==> src/common/eeprom_loader_pkg.sv <==
// package of constants for the serial eeprom configuration loader
package eeprom_loader_pkg;
    // ========================================================
    // eeprom organisation
    localparam int ADDR_BITS = 9;
    localparam logic [8:0] LAST_ADDR_SMALL = 9'h0FF;
    localparam logic [8:0] LAST_ADDR_LARGE = 9'h1FF;
    localparam logic [7:0] PROGRAMMED_MARK = 8'hA5;
    localparam logic [8:0] ADDR_MARK = 9'h000;
    localparam logic [8:0] ADDR_MAC_FIRST = 9'h001;
    localparam logic [8:0] ADDR_MAC_LAST = 9'h006;
    localparam logic [8:0] ADDR_CFG_LAST = 9'h021;
    // ========================================================
    // three-wire opcodes: start bit plus two opcode bits
    localparam logic [2:0] OP_READ = 3'h6;
    localparam logic [2:0] OP_WRITE = 3'h5;
    localparam logic [2:0] OP_ERASE = 3'h7;
    localparam logic [2:0] OP_EWEN = 3'h4;
    localparam logic [8:0] EWEN_ADDR = 9'h180;
    // ========================================================
    // host command codes
    localparam logic [1:0] CMD_READ = 2'h0;
    localparam logic [1:0] CMD_WRITE = 2'h1;
    localparam logic [1:0] CMD_ERASE = 2'h2;
    localparam logic [1:0] CMD_ENABLE = 2'h3;
    // ========================================================
    // timing
    localparam int CLK_HZ = 25_000_000;
    localparam int SCLK_HALF_NS = 1000;
    localparam int SCLK_HALF_CYC = (SCLK_HALF_NS * (CLK_HZ / 1_000_000)
        + 999) / 1000;
    localparam int BUSY_TIMEOUT_MS = 10;
    localparam int BUSY_TIMEOUT_CYC = BUSY_TIMEOUT_MS * (CLK_HZ / 1000);
    localparam logic [31:0] READY_SETTLE_CYC = 32'h3;
    localparam logic [47:0] MAC_RESET = 48'h0;
endpackage

==> src/verilog/eeprom_config_loader.sv <==
// serial eeprom configuration loader with host access path
`timescale 1ns/1ps
// Behaviour
// (RULE1) works with 256 or 512 byte parts
// (RULE2) always drives nine address bits
// (RULE3) eeprom is three-wire, byte organised
// (RULE4) loaded address goes to mac registers
// (RULE5) unprogrammed eeprom: skip load, host sets address
// (RULE6) load starts automatically after every reset
// (RULE7) usb transactions held until load finishes
// (RULE8) host may read, write and erase
// (RULE9) programmed only when location zero holds A5h
// (RULE10) zero length field means use default
// (RULE11) customary three-wire command sequence per access
module eeprom_config_loader
    import eeprom_loader_pkg::*;
#(
    parameter int HALF_CYC = SCLK_HALF_CYC,
    parameter int TIMEOUT_CYC = BUSY_TIMEOUT_CYC
) (
    input wire logic clk, // 25 MHz core clock
    input wire logic resetn, // async system reset, low
    input wire logic large_part, // high for 512-byte part
    input wire logic host_req, // one-cycle host command
    input wire logic [1:0] host_cmd, // read, write, erase, enable
    input wire logic [8:0] host_addr, // host location
    input wire logic [7:0] host_wdata, // host write byte
    input wire logic eeprom_serial_out, // data from eeprom pin
    output logic host_busy_ff, // host command not accepted
    output logic host_done_ff, // host command completed pulse
    output logic host_error_ff, // command refused or timed out
    output logic [7:0] host_rdata_ff, // byte read for host
    output logic load_done_ff, // load finished, usb may run
    output logic usb_hold_ff, // hold off usb transactions
    output logic cfg_valid_ff, // eeprom seen as programmed
    output logic [47:0] mac_addr_ff, // station address
    output logic mac_load_ff, // pulse: write mac registers
    output logic cfg_we_ff, // pulse: config byte write
    output logic [8:0] cfg_addr_ff, // config byte location
    output logic [7:0] cfg_data_ff, // config byte value
    output logic eeprom_chip_select, // chip select pin
    output logic eeprom_serial_clock, // serial clock pin
    output logic eeprom_serial_in // data toward eeprom pin
);
    initial begin
        if (HALF_CYC < 3 || TIMEOUT_CYC < 5)
            $error("eeprom_config_loader: bad timing parameters");
    end

    typedef enum logic [2:0] {
        RST_WAIT = 3'b000,
        RD_MARK = 3'b001,
        RD_CFG = 3'b010,
        FINISH = 3'b011,
        READY = 3'b100,
        HOST_RUN = 3'b101
    } ldr_state_type;

    ldr_state_type state_ff;
    logic sdo_meta_ff;
    logic sdo_sync_ff;
    logic [8:0] addr_ff;
    logic eng_start_ff;
    logic [2:0] eng_op_ff;
    logic [8:0] eng_addr_ff;
    logic [7:0] eng_wdata_ff;
    logic eng_busy;
    logic eng_done;
    logic eng_tmo;
    logic [7:0] eng_rdata;
    logic [8:0] last_addr;
    logic cs_q;
    logic sclk_q;
    logic sdi_q;

    // both part sizes share nine address bits; size only limits range [RULE1]
    assign last_addr = large_part ? LAST_ADDR_LARGE : LAST_ADDR_SMALL;
    assign eeprom_chip_select = cs_q;
    assign eeprom_serial_clock = sclk_q;
    assign eeprom_serial_in = sdi_q;

    // ========================================================
    // pin synchroniser
    always_ff @(posedge clk or negedge resetn) begin
        if (!resetn) begin
            sdo_meta_ff <= 1'b0;
            sdo_sync_ff <= 1'b0;
        end else begin
            sdo_meta_ff <= eeprom_serial_out;
            sdo_sync_ff <= sdo_meta_ff;
        end
    end

    eeprom_serial_engine #(
        .HALF_CYC(HALF_CYC),
        .TIMEOUT_CYC(TIMEOUT_CYC)
    ) engine (
        .clk(clk),
        .resetn(resetn),
        .start(eng_start_ff),
        .opcode(eng_op_ff),
        .addr(eng_addr_ff),
        .wdata(eng_wdata_ff),
        .sdo_sync(sdo_sync_ff),
        .busy(eng_busy),
        .done(eng_done),
        .timed_out(eng_tmo),
        .rdata(eng_rdata),
        .cs_ff(cs_q),
        .sclk_ff(sclk_q),
        .sdi_ff(sdi_q)
    );

    // ========================================================
    // sequencer: load after reset, then serve host
    always_ff @(posedge clk or negedge resetn) begin
        if (!resetn) begin
            state_ff <= RST_WAIT;
            addr_ff <= 9'h000;
            eng_start_ff <= 1'b0;
            eng_op_ff <= OP_READ;
            eng_addr_ff <= 9'h000;
            eng_wdata_ff <= 8'h00;
        end else begin
            eng_start_ff <= 1'b0;
            unique case (state_ff)
                RST_WAIT: begin
                    // every reset restarts the load [RULE6]
                    eng_op_ff <= OP_READ;
                    eng_addr_ff <= ADDR_MARK;
                    eng_start_ff <= 1'b1;
                    state_ff <= RD_MARK;
                end
                RD_MARK: begin
                    if (eng_done) begin
                        if (eng_rdata == PROGRAMMED_MARK) begin // [RULE9]
                            addr_ff <= ADDR_MAC_FIRST;
                            eng_addr_ff <= ADDR_MAC_FIRST;
                            eng_start_ff <= 1'b1;
                            state_ff <= RD_CFG;
                        end else begin
                            state_ff <= FINISH; // [RULE5]
                        end
                    end
                end
                RD_CFG: begin
                    if (eng_done) begin
                        if (addr_ff == ADDR_CFG_LAST) begin
                            state_ff <= FINISH;
                        end else begin
                            addr_ff <= addr_ff + 9'h001;
                            eng_addr_ff <= addr_ff + 9'h001;
                            eng_start_ff <= 1'b1;
                        end
                    end
                end
                FINISH: begin
                    state_ff <= READY;
                end
                READY: begin
                    // host access to eeprom contents [RULE8]
                    if (host_req && host_addr <= last_addr) begin
                        unique case (host_cmd)
                            CMD_READ: eng_op_ff <= OP_READ;
                            CMD_WRITE: eng_op_ff <= OP_WRITE;
                            CMD_ERASE: eng_op_ff <= OP_ERASE;
                            CMD_ENABLE: eng_op_ff <= OP_EWEN;
                        endcase
                        eng_addr_ff <= (host_cmd == CMD_ENABLE) ?
                            EWEN_ADDR : host_addr;
                        eng_wdata_ff <= host_wdata;
                        eng_start_ff <= 1'b1;
                        state_ff <= HOST_RUN;
                    end
                end
                HOST_RUN: begin
                    if (eng_done) begin
                        state_ff <= READY;
                    end
                end
                default: begin
                    state_ff <= RST_WAIT;
                end
            endcase
        end
    end

    // ========================================================
    // configuration outputs
    always_ff @(posedge clk or negedge resetn) begin
        if (!resetn) begin
            cfg_valid_ff <= 1'b0;
            mac_addr_ff <= MAC_RESET;
            mac_load_ff <= 1'b0;
            cfg_we_ff <= 1'b0;
            cfg_addr_ff <= 9'h000;
            cfg_data_ff <= 8'h00;
        end else begin
            mac_load_ff <= 1'b0;
            cfg_we_ff <= 1'b0;
            if (state_ff == RD_MARK && eng_done) begin
                cfg_valid_ff <= (eng_rdata == PROGRAMMED_MARK); // [RULE9]
            end
            if (state_ff == RD_CFG && eng_done) begin
                // zero lengths pass through; consumer keeps defaults
                cfg_we_ff <= 1'b1; // [RULE10]
                cfg_addr_ff <= addr_ff;
                cfg_data_ff <= eng_rdata;
                if (addr_ff <= ADDR_MAC_LAST) begin
                    // byte n lands in bits 8n-1..8n-8 [RULE4]
                    mac_addr_ff[(addr_ff[2:0] - 3'h1) * 8 +: 8] <= eng_rdata;
                end
                if (addr_ff == ADDR_MAC_LAST) begin
                    mac_load_ff <= 1'b1; // [RULE4]
                end
            end
        end
    end

    // ========================================================
    // usb hold-off and host status
    always_ff @(posedge clk or negedge resetn) begin
        if (!resetn) begin
            load_done_ff <= 1'b0;
            usb_hold_ff <= 1'b1;
            host_busy_ff <= 1'b1;
            host_done_ff <= 1'b0;
            host_error_ff <= 1'b0;
            host_rdata_ff <= 8'h00;
        end else begin
            host_done_ff <= 1'b0;
            if (state_ff == FINISH) begin
                load_done_ff <= 1'b1;
                usb_hold_ff <= 1'b0; // [RULE7]
            end
            host_busy_ff <= (state_ff != READY) || eng_busy ||
                eng_start_ff || (host_req && host_addr <= last_addr);
            if (state_ff == READY && host_req) begin
                host_error_ff <= (host_addr > last_addr);
                host_done_ff <= (host_addr > last_addr);
            end
            if (state_ff == HOST_RUN && eng_done) begin
                host_done_ff <= 1'b1;
                host_error_ff <= eng_tmo;
                host_rdata_ff <= eng_rdata;
            end
        end
    end
endmodule

==> src/verilog/eeprom_serial_engine.sv <==
// one three-wire serial eeprom access: shift out, read back, wait busy
`timescale 1ns/1ps
module eeprom_serial_engine
    import eeprom_loader_pkg::*;
#(
    parameter int HALF_CYC = SCLK_HALF_CYC,
    parameter int TIMEOUT_CYC = BUSY_TIMEOUT_CYC
) (
    input wire logic clk, // core clock
    input wire logic resetn, // async reset, low
    input wire logic start, // one-cycle request
    input wire logic [2:0] opcode, // start bit and opcode
    input wire logic [8:0] addr, // nine-bit location
    input wire logic [7:0] wdata, // byte to write
    input wire logic sdo_sync, // synchronised eeprom data out
    output logic busy, // access running
    output logic done, // one-cycle completion pulse
    output logic timed_out, // write or erase never finished, with done
    output logic [7:0] rdata, // byte read
    output logic cs_ff, // chip select
    output logic sclk_ff, // serial clock
    output logic sdi_ff // data toward eeprom
);
    initial begin
        // read bits need three clocks to cross the synchroniser
        if (HALF_CYC < 3 || TIMEOUT_CYC < 5)
            $error("eeprom_serial_engine: bad timing parameters");
    end

    typedef enum logic [1:0] {
        IDLE = 2'b00,
        SHIFT = 2'b01,
        GAP = 2'b10,
        WAIT = 2'b11
    } eng_state_type;

    eng_state_type state_ff;
    logic [19:0] sreg_ff;
    logic [4:0] nbits_ff;
    logic [15:0] half_ff;
    logic [31:0] tmo_ff;
    logic is_read_ff;
    logic needs_wait_ff;
    logic done_ff;
    logic tmo_flag_ff;
    logic [7:0] rdata_ff;
    logic tick;

    assign tick = (half_ff == 16'(HALF_CYC - 1));
    assign busy = (state_ff != IDLE);
    assign done = done_ff;
    assign timed_out = tmo_flag_ff;
    assign rdata = rdata_ff;

    // ========================================================
    // half-period timer for the serial clock
    always_ff @(posedge clk or negedge resetn) begin
        if (!resetn) begin
            half_ff <= 16'h0000;
        end else if (state_ff == IDLE || tick) begin
            half_ff <= 16'h0000;
        end else begin
            half_ff <= half_ff + 16'h0001;
        end
    end

    // ========================================================
    // command sequence: 3 op bits, 9 address bits, then 8 data bits on write or read only [RULE11]
    always_ff @(posedge clk or negedge resetn) begin
        if (!resetn) begin
            state_ff <= IDLE;
            sreg_ff <= 20'h00000;
            nbits_ff <= 5'h00;
            tmo_ff <= 32'h0;
            is_read_ff <= 1'b0;
            needs_wait_ff <= 1'b0;
            done_ff <= 1'b0;
            tmo_flag_ff <= 1'b0;
            rdata_ff <= 8'h00;
            cs_ff <= 1'b0;
            sclk_ff <= 1'b0;
            sdi_ff <= 1'b0;
        end else begin
            done_ff <= 1'b0;
            unique case (state_ff)
                IDLE: begin
                    if (start) begin
                        // nine address bits always driven [RULE2]
                        sreg_ff <= {opcode, addr, wdata};
                        is_read_ff <= (opcode == OP_READ);
                        needs_wait_ff <= (opcode == OP_WRITE) ||
                            (opcode == OP_ERASE);
                        nbits_ff <= (opcode == OP_WRITE) ? 5'h14 : 5'h0C;
                        tmo_flag_ff <= 1'b0;
                        cs_ff <= 1'b1;
                        sdi_ff <= opcode[2];
                        state_ff <= SHIFT;
                    end
                end
                SHIFT: begin
                    if (tick) begin
                        sclk_ff <= ~sclk_ff;
                        if (sclk_ff) begin
                            // falling edge: present next bit
                            // data out moves on the rise; take it half a
                            // period later, once through the synchroniser
                            if (nbits_ff <= 5'h08 && !is_read_ff &&
                                !needs_wait_ff) begin
                                rdata_ff <= {rdata_ff[6:0], sdo_sync};
                            end
                            nbits_ff <= nbits_ff - 5'h01;
                            sreg_ff <= {sreg_ff[18:0], 1'b0};
                            sdi_ff <= sreg_ff[18];
                            if (nbits_ff == 5'h01) begin
                                sdi_ff <= 1'b0;
                                if (is_read_ff) begin
                                    nbits_ff <= 5'h08;
                                    is_read_ff <= 1'b0;
                                end else begin
                                    state_ff <= GAP;
                                end
                            end
                        end
                    end
                end
                GAP: begin
                    if (tick) begin
                        // deselect: the part starts programming on it
                        cs_ff <= 1'b0;
                        tmo_ff <= 32'h0;
                        if (needs_wait_ff) begin
                            state_ff <= WAIT;
                        end else begin
                            done_ff <= 1'b1;
                            state_ff <= IDLE;
                        end
                    end
                end
                WAIT: begin
                    // ready shows as data out high while selected; the
                    // first cycles still carry the deselected level
                    cs_ff <= 1'b1;
                    tmo_ff <= tmo_ff + 32'h1;
                    if ((sdo_sync && tmo_ff >= READY_SETTLE_CYC) ||
                        tmo_ff == 32'(TIMEOUT_CYC - 1)) begin
                        tmo_flag_ff <= !(sdo_sync &&
                            tmo_ff >= READY_SETTLE_CYC);
                        cs_ff <= 1'b0;
                        done_ff <= 1'b1;
                        state_ff <= IDLE;
                    end
                end
            endcase
        end
    end
endmodule
==> config.mk <==
export PLATFORM = sky130hd
export DESIGN_NAME = eeprom_config_loader
export DESIGN_NICKNAME = d
export VERILOG_FILES = /design/src/common/eeprom_loader_pkg.sv /design/src/verilog/eeprom_config_loader.sv /design/src/verilog/eeprom_serial_engine.sv
export SDC_FILE = /design/constraint.sdc
export NUM_CORES = 1
export LEC_CHECK = 0
export BUFFER_PORTS_ARGS = -buffer_cell sky130_fd_sc_hd__buf_2
export CAP_MARGIN = 20
export CORE_AREA = 2 2 144 146
export CTS_CLUSTER_DIAMETER = 80
export CTS_CLUSTER_SIZE = 30
export DETAILED_ROUTE_END_ITERATION = 8
export DIE_AREA = 0 0 146 148
export GPL_ROUTABILITY_DRIVEN = 1
export PLACE_DENSITY = 0.79
export SLEW_MARGIN = 20
export SYNTH_ARGS = -nofsm -noshare
export SYNTH_HDL_FRONTEND = slang
export SYNTH_SLANG_ARGS = --single-unit
==> constraint.sdc <==
create_clock -name clk -period 4.3 [get_ports clk]
set_clock_uncertainty 0.05 [all_clocks]
set_input_delay 0.215 -clock clk [delete_from_list [all_inputs] [get_ports clk]]
set_output_delay 0.215 -clock clk [all_outputs]
set_load 0.1 [all_outputs]
### After elaboration in Yosys (flattened, before gate mapping)

Cells that the tools add are included.

| storage, ports and cells | value |
|---|---|
| register bits after elaboration | 205 |
| bits of input ports | 24 |

| cells by class | value |
|---|---|
| $add $sub $neg | 6 |
| $lt $le $gt $ge | 5 |
| eq/ne operators | 35 |
| shift operators | 2 |
| mux-type cells | 77 |
| bitwise gates (word level) | 1 |
| reductions and logical operators | 44 |

Operator list:

| operator | number |
|---|---|
| $pmux W32 S2 | 1 |
| $mux W9 | 7 |
| $mux W19 | 3 |
| $bwmux W48 | 1 |
| $shift A8 B34 Y48 const A | 1 |
| $shiftx A8 B34 Y48 | 1 |
| $pmux W19 S2 | 1 |
| $pmux W9 S4 | 1 |
| $neg A32 Y34 | 1 |
| $add A32 B1 Y32 const B | 1 |
| $eq A32 B18 Y1 const B | 1 |
| $ge A32 B2 Y1 const B | 1 |
| $mux W32 | 1 |
| $mux W5 | 6 |
| $mux W1 | 29 |
| $mux W3 | 6 |
| $ne A2 B1 Y1 const B | 9 |
| $pmux W3 S6 | 1 |
| $pmux W9 S2 | 1 |
| $add A16 B1 Y16 const B | 1 |
| $eq A16 B5 Y1 const B | 1 |
| $mux W16 | 1 |
| $mux W2 | 8 |
| $eq A3 B3 Y1 const B | 5 |
| 39 further kinds | 81 |

### Depth between registers and ports, before layout

Gate-level depths: netlist of run 1.

| logic depth | value |
|---|---|
| word-level depth | 6 |
| gate-level depth with buffers | 13 |

### Modules after synthesis

From an unflattened synthesis of run 1, not the netlist that was laid out.

| unflattened totals | value |
|---|---|
| cell total of the unflattened synthesis | 959 |
| area, all modules | 10123.5 um^2 |

Modules (own cells, without submodules):

| module | instances | cells an instance | area each (um^2) |
|---|---|---|---|
| eeprom_config_loader | 1 | 494 | 5487.8 |
| eeprom_serial_engine | 1 | 465 | 4635.7 |

### Least setup slack after synthesis of run 1

Ideal clock, no wire load.

| timing path | value |
|---|---|
| path type | register to register |
| start point | reg addr_ff[0] |
| end point | reg mac_addr_ff[0] |
| arrival | 3.640 ns |
| setup slack | 0.485 ns |
| stages on the path, launching flop included | 12 |
| buffers on the path | 2 |
| period minus slack after synthesis | 3.815 ns |
| path through | dfrtp_1 > clkbuf_1 > inv_1 > ha_1 > clkbuf_1 > nand3_1 > ha_1 > or4b_2 > nor3_1 > o21ai_0 > nor3_2 > mux2_2 |

| on the way | value |
|---|---|
| cells in the longest elaborated chain, start to end | 4 |

RTL lines:

| element | RTL line | source |
|---|---|---|
| from (decl) | eeprom_config_loader.sv:62 | `logic [8:0] addr_ff;` |
| from (signal assigned) | eeprom_config_loader.sv:151 | `addr_ff <= addr_ff + 9'h001;` |
| $sub A3 B1 Y4 | eeprom_config_loader.sv:211 | `mac_addr_ff[(addr_ff[2:0] - 3'h1) * 8 +: 8] <= eng_rdata;` |
| $neg A32 Y34 | eeprom_config_loader.sv:211 |  |
| $shiftx A8 B34 Y48 or $shift A8 B34 Y48 (tied branches) | eeprom_config_loader.sv:211 |  |
| $bwmux W48 | eeprom_config_loader.sv:211 |  |
| to (signal, indexed assignment) | eeprom_config_loader.sv:211 |  |
| to (decl) | eeprom_config_loader.sv:36 | `output logic [47:0] mac_addr_ff,` |

Parallel ways exist; a longest one is shown, timed or not.
A chain may end at the register's enable or synchronous reset.

### Worst setup path after layout of run 1

| timing path | value |
|---|---|
| start point | reg addr_ff[1] |
| end point | reg mac_addr_ff[4] |

Same word-level chain as after synthesis.

==> impl_metrics.env, run 1 <==
export IMPL_die_width_um=146
export IMPL_io_pins=108
export IMPL_via_per_inst=5.61
export IMPL_min_period_ps=3970
export IMPL_hp_start="host_addr[4]"
export IMPL_area_growth_pct=13.4
export IMPL_synth_top_area_cell="dfrtp_1"
export IMPL_fillers=1749
export IMPL_p_per_area_nw_per_um2=293
export IMPL_dp_hpwl_um=14900
export IMPL_antenna_found_initial=0
export IMPL_gp_congestion=0.885
export IMPL_r2r_cells=9
export IMPL_finalPower_uw=3270
export IMPL_synth_most_common_cell="dfrtp_1"
export IMPL_crit_type="reg2reg"
export IMPL_finalHoldViolCount=0
export IMPL_cts_resized=0
export IMPL_grt_usage_pct=20.2
export IMPL_post_route_period_util_pct=92.3
export IMPL_synth_top_area_share_pct=51.0
export IMPL_cp_end_kind="register"
export IMPL_routed_via_count=7378
export IMPL_ctsLongestPathBuffers=3
export IMPL_setup_violations=0
export IMPL_syn_avg_cell_area_um2=10.5
export IMPL_mappedNetlistArea_um2=9860
export IMPL_syn_inst=942
export IMPL_drv_slew=0
export IMPL_drtIter0Drc=407
export IMPL_grt_ovfl_total=0
export IMPL_synth_enable_flop_cells=0
export IMPL_grt_pass1_vias=7243
export IMPL_grt_start_max_net_pins=152
export IMPL_grt_pass1_wl_um=36300
export IMPL_regArea_um2=5110
export IMPL_crit_reg2reg_launch="addr_ff[1]$_DFFE_PN0P_"
export IMPL_start_util_pct=49.2
export IMPL_clock_sinks=204
export IMPL_synth_area_leaders="dfrtp_1, mux2_2, o21ai_0, mux2i_1, nand2_1"
export IMPL_synth_common_cells="dfrtp_1, nand2_1, o21ai_0"
export IMPL_hold_class="in2reg"
export IMPL_port_buffers=107
export IMPL_syn_nets=987
export IMPL_ys_types=72
export IMPL_dp_cells=1283
export IMPL_hold_path_endpoint="eng_addr_ff[4]$_DFFE_PN0P_"
export IMPL_rows=52
export IMPL_ys_seq_area_share_pct=51.8
export IMPL_detail_route_antenna_nets=0
export IMPL_yosys_warnings=0
export IMPL_die_area_um2=21600
export IMPL_multi_input_area_um2=4370
export IMPL_pre_cts_slack_ps=416
export IMPL_slew_headroom_pct=43.4
export IMPL_synth_seq_cells=204
export IMPL_nNetsFinal=1083
export IMPL_cts_root_buf="clkbuf_16"
export IMPL_tns_ps=0
export IMPL_htreeDepth=1
export IMPL_critPathMaxFanout=15
export IMPL_outcome="finished clean"
export IMPL_avgRoutedWirePerCell_um=16.6
export IMPL_setup_slack_ps=331
export IMPL_drc=0
export IMPL_drtPass1Iterations=5
export IMPL_cts_tree="yes"
export IMPL_worstHoldPathCells=3
export IMPL_setup_worst_path_start_class="register"
export IMPL_core_area_um2=20000
export IMPL_rsz0062_at_grt="no"
export IMPL_drive_gt1_share_pct=20.5
export IMPL_required_ps=4620
export IMPL_synth_flop_cell="dfrtp_1"
export IMPL_cts_buffers=12
export IMPL_dieHeight_um=148
export IMPL_async_flop_share_pct=100
export IMPL_power_leakage_uw=0.00537
export IMPL_clk_pin_slew_worst_paths_ps=100
export IMPL_tightest_slew_ps=837
export IMPL_clkLatencyLatePin_ps=480
export IMPL_diodes=0
export IMPL_cp_arrival_ps=4280
export IMPL_regToRegEndpoint="mac_addr_ff[4]$_DFFE_PN0P_"
export IMPL_reg2reg_slack_ps=330
export IMPL_cap_viol_max_count=0
export IMPL_wl_um=21800
export IMPL_fin_cells=1314
export IMPL_final_util_pct=55.8
export IMPL_fmax_mhz=252
export IMPL_peakVddDrop_uv=204
-- power by group --
group | switching, uW | internal, uW | total [uW]
Clock | 683 | 603 | 1290
Sequential | 0.896 | 1920 | 1920
Combinational | 46.5 | 19.0 | 65.5
Total | 730 | 2540 | 3270
-- sequential cells by signal (all words and copies together) (netlist names), 2 cells and up --
| name | flops |
|---|---|
| mac_addr_ff | 48 |
| engine.tmo_ff | 32 |
| engine.sreg_ff | 19 |
| engine.half_ff | 16 |
| addr_ff | 9 |
| cfg_addr_ff | 9 |
| eng_addr_ff | 9 |
| cfg_data_ff | 8 |
| eng_wdata_ff | 8 |
| engine.rdata | 8 |
| host_rdata_ff | 8 |
| engine.nbits_ff | 5 |
| state_ff | 3 |
| eng_op_ff | 2 |
| engine.state_ff | 2 |
-- what timing repair did --
action	CTS	global route
hold buffers	11	0
hold endpoints to repair	63	0
buffers inserted	0	0
-- stage by stage --
stage | cell area [um2] | hold slack [ps]
after floorplan | 9860 | -131
final | 11200 | 19.2
after global routing | 11200 | 32.2
after CTS | 11200 | 7.80
after global placement | 10700 | 159
after detailed placement | 10700 | 154
-- cells by family after synthesis --
logic type	Yosys count	share of synthesized area, %
mux	94	10.2
buf+inv	104	4.05
compound gates	169	11.5
flops	204	51.8
simple gates	310	16.1
xor+xnor	40	3.71
fa+ha+maj	21	2.67
-- worst max path at each step --
| stage | start | end | slack (ps) | depth (start not counted) |
|---|---|---|---|---|
| floorplan | addr_ff[0]$_DFFE_PN0P_ | mac_addr_ff[0]$_DFFE_PN0P_ | 480 | 11 |
| global placement | addr_ff[1]$_DFFE_PN0P_ | mac_addr_ff[5]$_DFFE_PN0P_ | 600 | 9 |
| detailed placement | addr_ff[1]$_DFFE_PN0P_ | mac_addr_ff[0]$_DFFE_PN0P_ | 420 | 9 |
| CTS | addr_ff[1]$_DFFE_PN0P_ | mac_addr_ff[0]$_DFFE_PN0P_ | 380 | 9 |
| global route | addr_ff[1]$_DFFE_PN0P_ | mac_addr_ff[0]$_DFFE_PN0P_ | 130 | 9 |
| finish | addr_ff[1]$_DFFE_PN0P_ | mac_addr_ff[4]$_DFFE_PN0P_ | 330 | 9 |
-- worst max-delay path: stages (launching register included) --
cell and delay, ps:
dfrtp_1 520, inv_1 150, ha_1 620, nand3_1 200
ha_1 340, or4b_2 680, nor3_1 170, o21ai_0 140
nor3_2 590, mux2_2 410
-- layout by cell type (no fill, tap or decap), types with 3 or more instances in the layout --
| cell type | n |
|---|---|
| nor2_1 | 62 |
| inv_1 | 57 |
| xor2_1 | 13 |
| nand3_1 | 39 |
| nor2b_1 | 5 |
| nand2_1 | 94 |
| o211ai_1 | 3 |
| dfstp_2 | 3 |
| mux2i_1 | 41 |
| xnor2_1 | 26 |
| a2111oi_2 | 4 |
| ha_1 | 21 |
| dfrtp_1 | 201 |
| o21ai_1 | 5 |
| buf_2 | 106 |
| buf_4 | 9 |
| mux2_2 | 53 |
| nor3_1 | 14 |
| a211oi_1 | 3 |
| and3_1 | 11 |
| o21ai_0 | 87 |
| or4_4 | 3 |
| or4_1 | 4 |
| a21oi_1 | 19 |
| nand2b_1 | 11 |
| dlygate4sd3_1 | 11 |
| a31oi_1 | 4 |
| o31ai_1 | 5 |
| nor4_1 | 11 |
| a2111oi_4 | 3 |
| a22o_1 | 6 |
| o2bb2ai_1 | 6 |
| nand4_1 | 21 |
| clkbuf_16 | 13 |
| and2_1 | 4 |
| or3_1 | 8 |
| nand4b_1 | 4 |
| a211o_1 | 5 |
-- cell type report --
type	instances	area share, %
flip-flops and latches	204	45.7
multi-input cells	634	39.1
repair buffers	128	6.64
clock buffers	14	3.03
well taps	270	3.02
inverters	58	1.95
clock inverters	6	0.604
-- metal layers --
metal	part of all wire [%]	vias up	GRT usage [%]
li1	-	3496	-
met1	44	3654	28.0
met2	49	199	34.1
met3	4.9	29	2.99
met4	1.8	0	4.71
met5	0	-	0
Power figures use the tool's default switching activity.
==> run 2: changes to the inputs <==
--- a/config.mk
+++ b/config.mk
@@ -7,14 +7,15 @@
 export LEC_CHECK = 0
 export BUFFER_PORTS_ARGS = -buffer_cell sky130_fd_sc_hd__buf_2
 export CAP_MARGIN = 20
-export CORE_AREA = 2 2 144 146
+export CORE_AREA = 2 2 146 148
 export CTS_CLUSTER_DIAMETER = 80
 export CTS_CLUSTER_SIZE = 30
 export DETAILED_ROUTE_END_ITERATION = 8
-export DIE_AREA = 0 0 146 148
+export DIE_AREA = 0 0 148 150
 export GPL_ROUTABILITY_DRIVEN = 1
 export PLACE_DENSITY = 0.79
 export SLEW_MARGIN = 20
 export SYNTH_ARGS = -nofsm -noshare
 export SYNTH_HDL_FRONTEND = slang
+export SYNTH_HIERARCHICAL = 1
 export SYNTH_SLANG_ARGS = --single-unit
==> impl_metrics.env, run 2 <==
export IMPL_outcome="finished clean"
export IMPL_largest_reg_flops=48
export IMPL_fmax_mhz=304
export IMPL_drtPass1Iterations=4
export IMPL_drtIter0Drc=455
export IMPL_peakVddDrop_uv=259
export IMPL_setup_slack_ps=1010
export IMPL_synth_top_area_cell="dfrtp_1"
export IMPL_synth_seq_cells=204
export IMPL_ctsLongestPathBuffers=3
export IMPL_nNetsFinal=1104
export IMPL_die_width_um=148
export IMPL_cts_root_buf="clkbuf_16"
export IMPL_io_pins=108
export IMPL_placed_cell_area_um2=10800
export IMPL_cp_arrival_ps=3620
export IMPL_slowest_delay_ps=600
export IMPL_mappedNetlistArea_um2=10100
export IMPL_slowest_stage="dfrtp_1"
export IMPL_grt_start_max_net_pins=132
export IMPL_required_ps=4620
export IMPL_fin_area_um2=11400
export IMPL_reg_top3="mac_addr_ff x48, engine/tmo_ff x32, engine/sreg_ff x19"
export IMPL_critPathMaxFanout=13
export IMPL_clk_pin_slew_worst_paths_ps=110
export IMPL_syn_avg_cell_area_um2=10.6
export IMPL_wl_um=22600
export IMPL_rows=53
export IMPL_core_area_um2=20700
export IMPL_grt_pass1_vias=7278
export IMPL_yosys_warnings=6
export IMPL_final_util_pct=55.0
export IMPL_antenna_found_initial=0
export IMPL_gp_congestion=0.837
export IMPL_regMostFlops="mac_addr_ff"
export IMPL_finalPower_uw=3350
export IMPL_area_growth_pct=12.5
export IMPL_synth_top_area_share_pct=49.7
export IMPL_routed_via_count=7536
export IMPL_dp_hpwl_um=15600
export IMPL_setup_violations=0
export IMPL_grt_usage_pct=20.5
export IMPL_finalHoldViolCount=0
export IMPL_cts_resized=0
export IMPL_synth_flop_cell="dfrtp_1"
export IMPL_hold_class="in2reg"
export IMPL_crit_type="reg2reg"
export IMPL_clock_sinks=204
export IMPL_tns_ps=0
export IMPL_p_per_area_nw_per_um2=294
export IMPL_slew_headroom_pct=33.0
export IMPL_htreeDepth=1
export IMPL_ys_types=81
export IMPL_final_common_cell="dfrtp_1"
export IMPL_rsz0062_at_grt="no"
export IMPL_worstPathCellList="inv_1 -> ha_1 -> xnor2_1 -> nand3_1 -> ha_1 -> nand2_1 -> nor4_1 -> and4_1 -> mux2_2"
export IMPL_via_per_inst=5.63
export IMPL_die_area_um2=22200
export IMPL_grt_pass1_wl_um=37100
export IMPL_min_period_ps=3290
export IMPL_clkLatencyLatePin_ps=480
export IMPL_drive_gt1_share_pct=21.6
export IMPL_power_leakage_uw=0.00567
export IMPL_synth_area_leaders="dfrtp_1, mux2_2, nand2_1, mux2i_1, nor2_1"
export IMPL_syn_inst=959
export IMPL_cp_top_family="simple AND/OR/NAND/NOR gates"
export IMPL_drv_slew=0
export IMPL_cts_tree="yes"
export IMPL_dieHeight_um=150
export IMPL_final_cell_mix="dfrtp_1, buf_2, nand2_1"
export IMPL_tightest_slew_ps=1000
export IMPL_drc=0
export IMPL_port_buffers=107
export IMPL_async_flop_share_pct=100
export IMPL_synth_enable_flop_cells=0
export IMPL_detail_route_antenna_nets=0
export IMPL_synth_common_cells="dfrtp_1, nand2_1, nor2_1"
export IMPL_cp_end_kind="register"
export IMPL_grt_ovfl_total=0
export IMPL_cts_buffers=12
export IMPL_avgRoutedWirePerCell_um=16.9
export IMPL_setup_worst_path_start_class="register"
export IMPL_start_util_pct=48.9
export IMPL_pre_cts_slack_ps=1090
export IMPL_synth_most_common_cell="dfrtp_1"
export IMPL_cap_viol_max_count=0
export IMPL_ys_seq_area_share_pct=50.5
export IMPL_post_route_period_util_pct=76.6
export IMPL_fillers=1774
export IMPL_cp_common_cell="ha_1"
export IMPL_critPathBufInv=1
-- run 2: where the power goes --
part           switching (uW)  leakage (uW)  internal [uW]
Clock                     703      0.000205            651
Combinational            53.6       0.00273           20.2
Sequential               1.80       0.00274           1920
Total                     759       0.00567           2590
-- run 2: final timing paths --
path | slack [ps] | to | start | depth (start not counted)
worst min register to register | 320 | sdo_sync_ff$_DFF_PN0_ | sdo_meta_ff$_DFF_PN0_ | 0
worst min-delay path | 40 | eng_addr_ff[5]$_DFFE_PN0P_ | host_addr[5] | 3
worst max register to register | 1010 | mac_addr_ff[4]$_DFFE_PN0P_ | addr_ff[0]$_DFFE_PN0P_ | 9
min in group asynchronous | 350 | mac_addr_ff[33]$_DFFE_PN0P_ | resetn | 2
max in group asynchronous | 2810 | eng_op_ff[1]$_DFFE_PN1P_ | resetn | 3
worst max-delay path | 1010 | mac_addr_ff[4]$_DFFE_PN0P_ | addr_ff[0]$_DFFE_PN0P_ | 9
-- run 2: kinds of logic after synthesis --
| group | after synthesis | share of synthesized area, % |
|---|---|---|
| buffers and inverters | 88 | 3.98 |
| AO/OA/AOI/OAI | 118 | 7.68 |
| other | 1 | 0.0370 |
| multiplexers | 94 | 9.99 |
| AND/OR/NAND/NOR | 381 | 20.5 |
| flip-flops | 204 | 50.5 |
| adder cells (fa/ha/maj) | 25 | 3.09 |
| XOR/XNOR | 48 | 4.30 |
-- run 2: timing repair --
item                                   CTS  global route
endpoints found under the hold margin  135             0
hold buffers                            10             0
setup buffers                            0             0
-- run 2: per-layer routing --
layer  vias up  GRT usage, %  wire length [um]
li1       3535             -                 -
met4         0          5.19               439
met2       207          33.4             10600
met1      3769          28.7             10400
met5         -             0                 0
met3        25          3.54              1180
-- run 2: per-stage QoR --
stage,cells,hold slack (ps)
6_report,1338,38.0
5_1_grt,1336,21.7
4_1_cts,1336,20.1
3_5_place_dp,1306,280
3_3_place_gp,1306,279
2_1_floorplan,960,-131
-- run 2: cell type report --
type / count / area (um2) / share of cell area [%]
tap: 275 / 344 / 3.02
sequential: 204 / 5110 / 44.9
inverter: 46 / 178 / 1.56
antenna: 2 / 5.00 / 0.0439
timing repair buffer: 123 / 691 / 6.06
multi-input combinational: 668 / 4630 / 40.6
clock inverter: 5 / 104 / 0.912
clock buffer: 15 / 333 / 2.92
-- run 2: worst min-delay path: stages --
cell      delay (ps)
buf_2            100
a211oi_1          70
o22ai_1          140
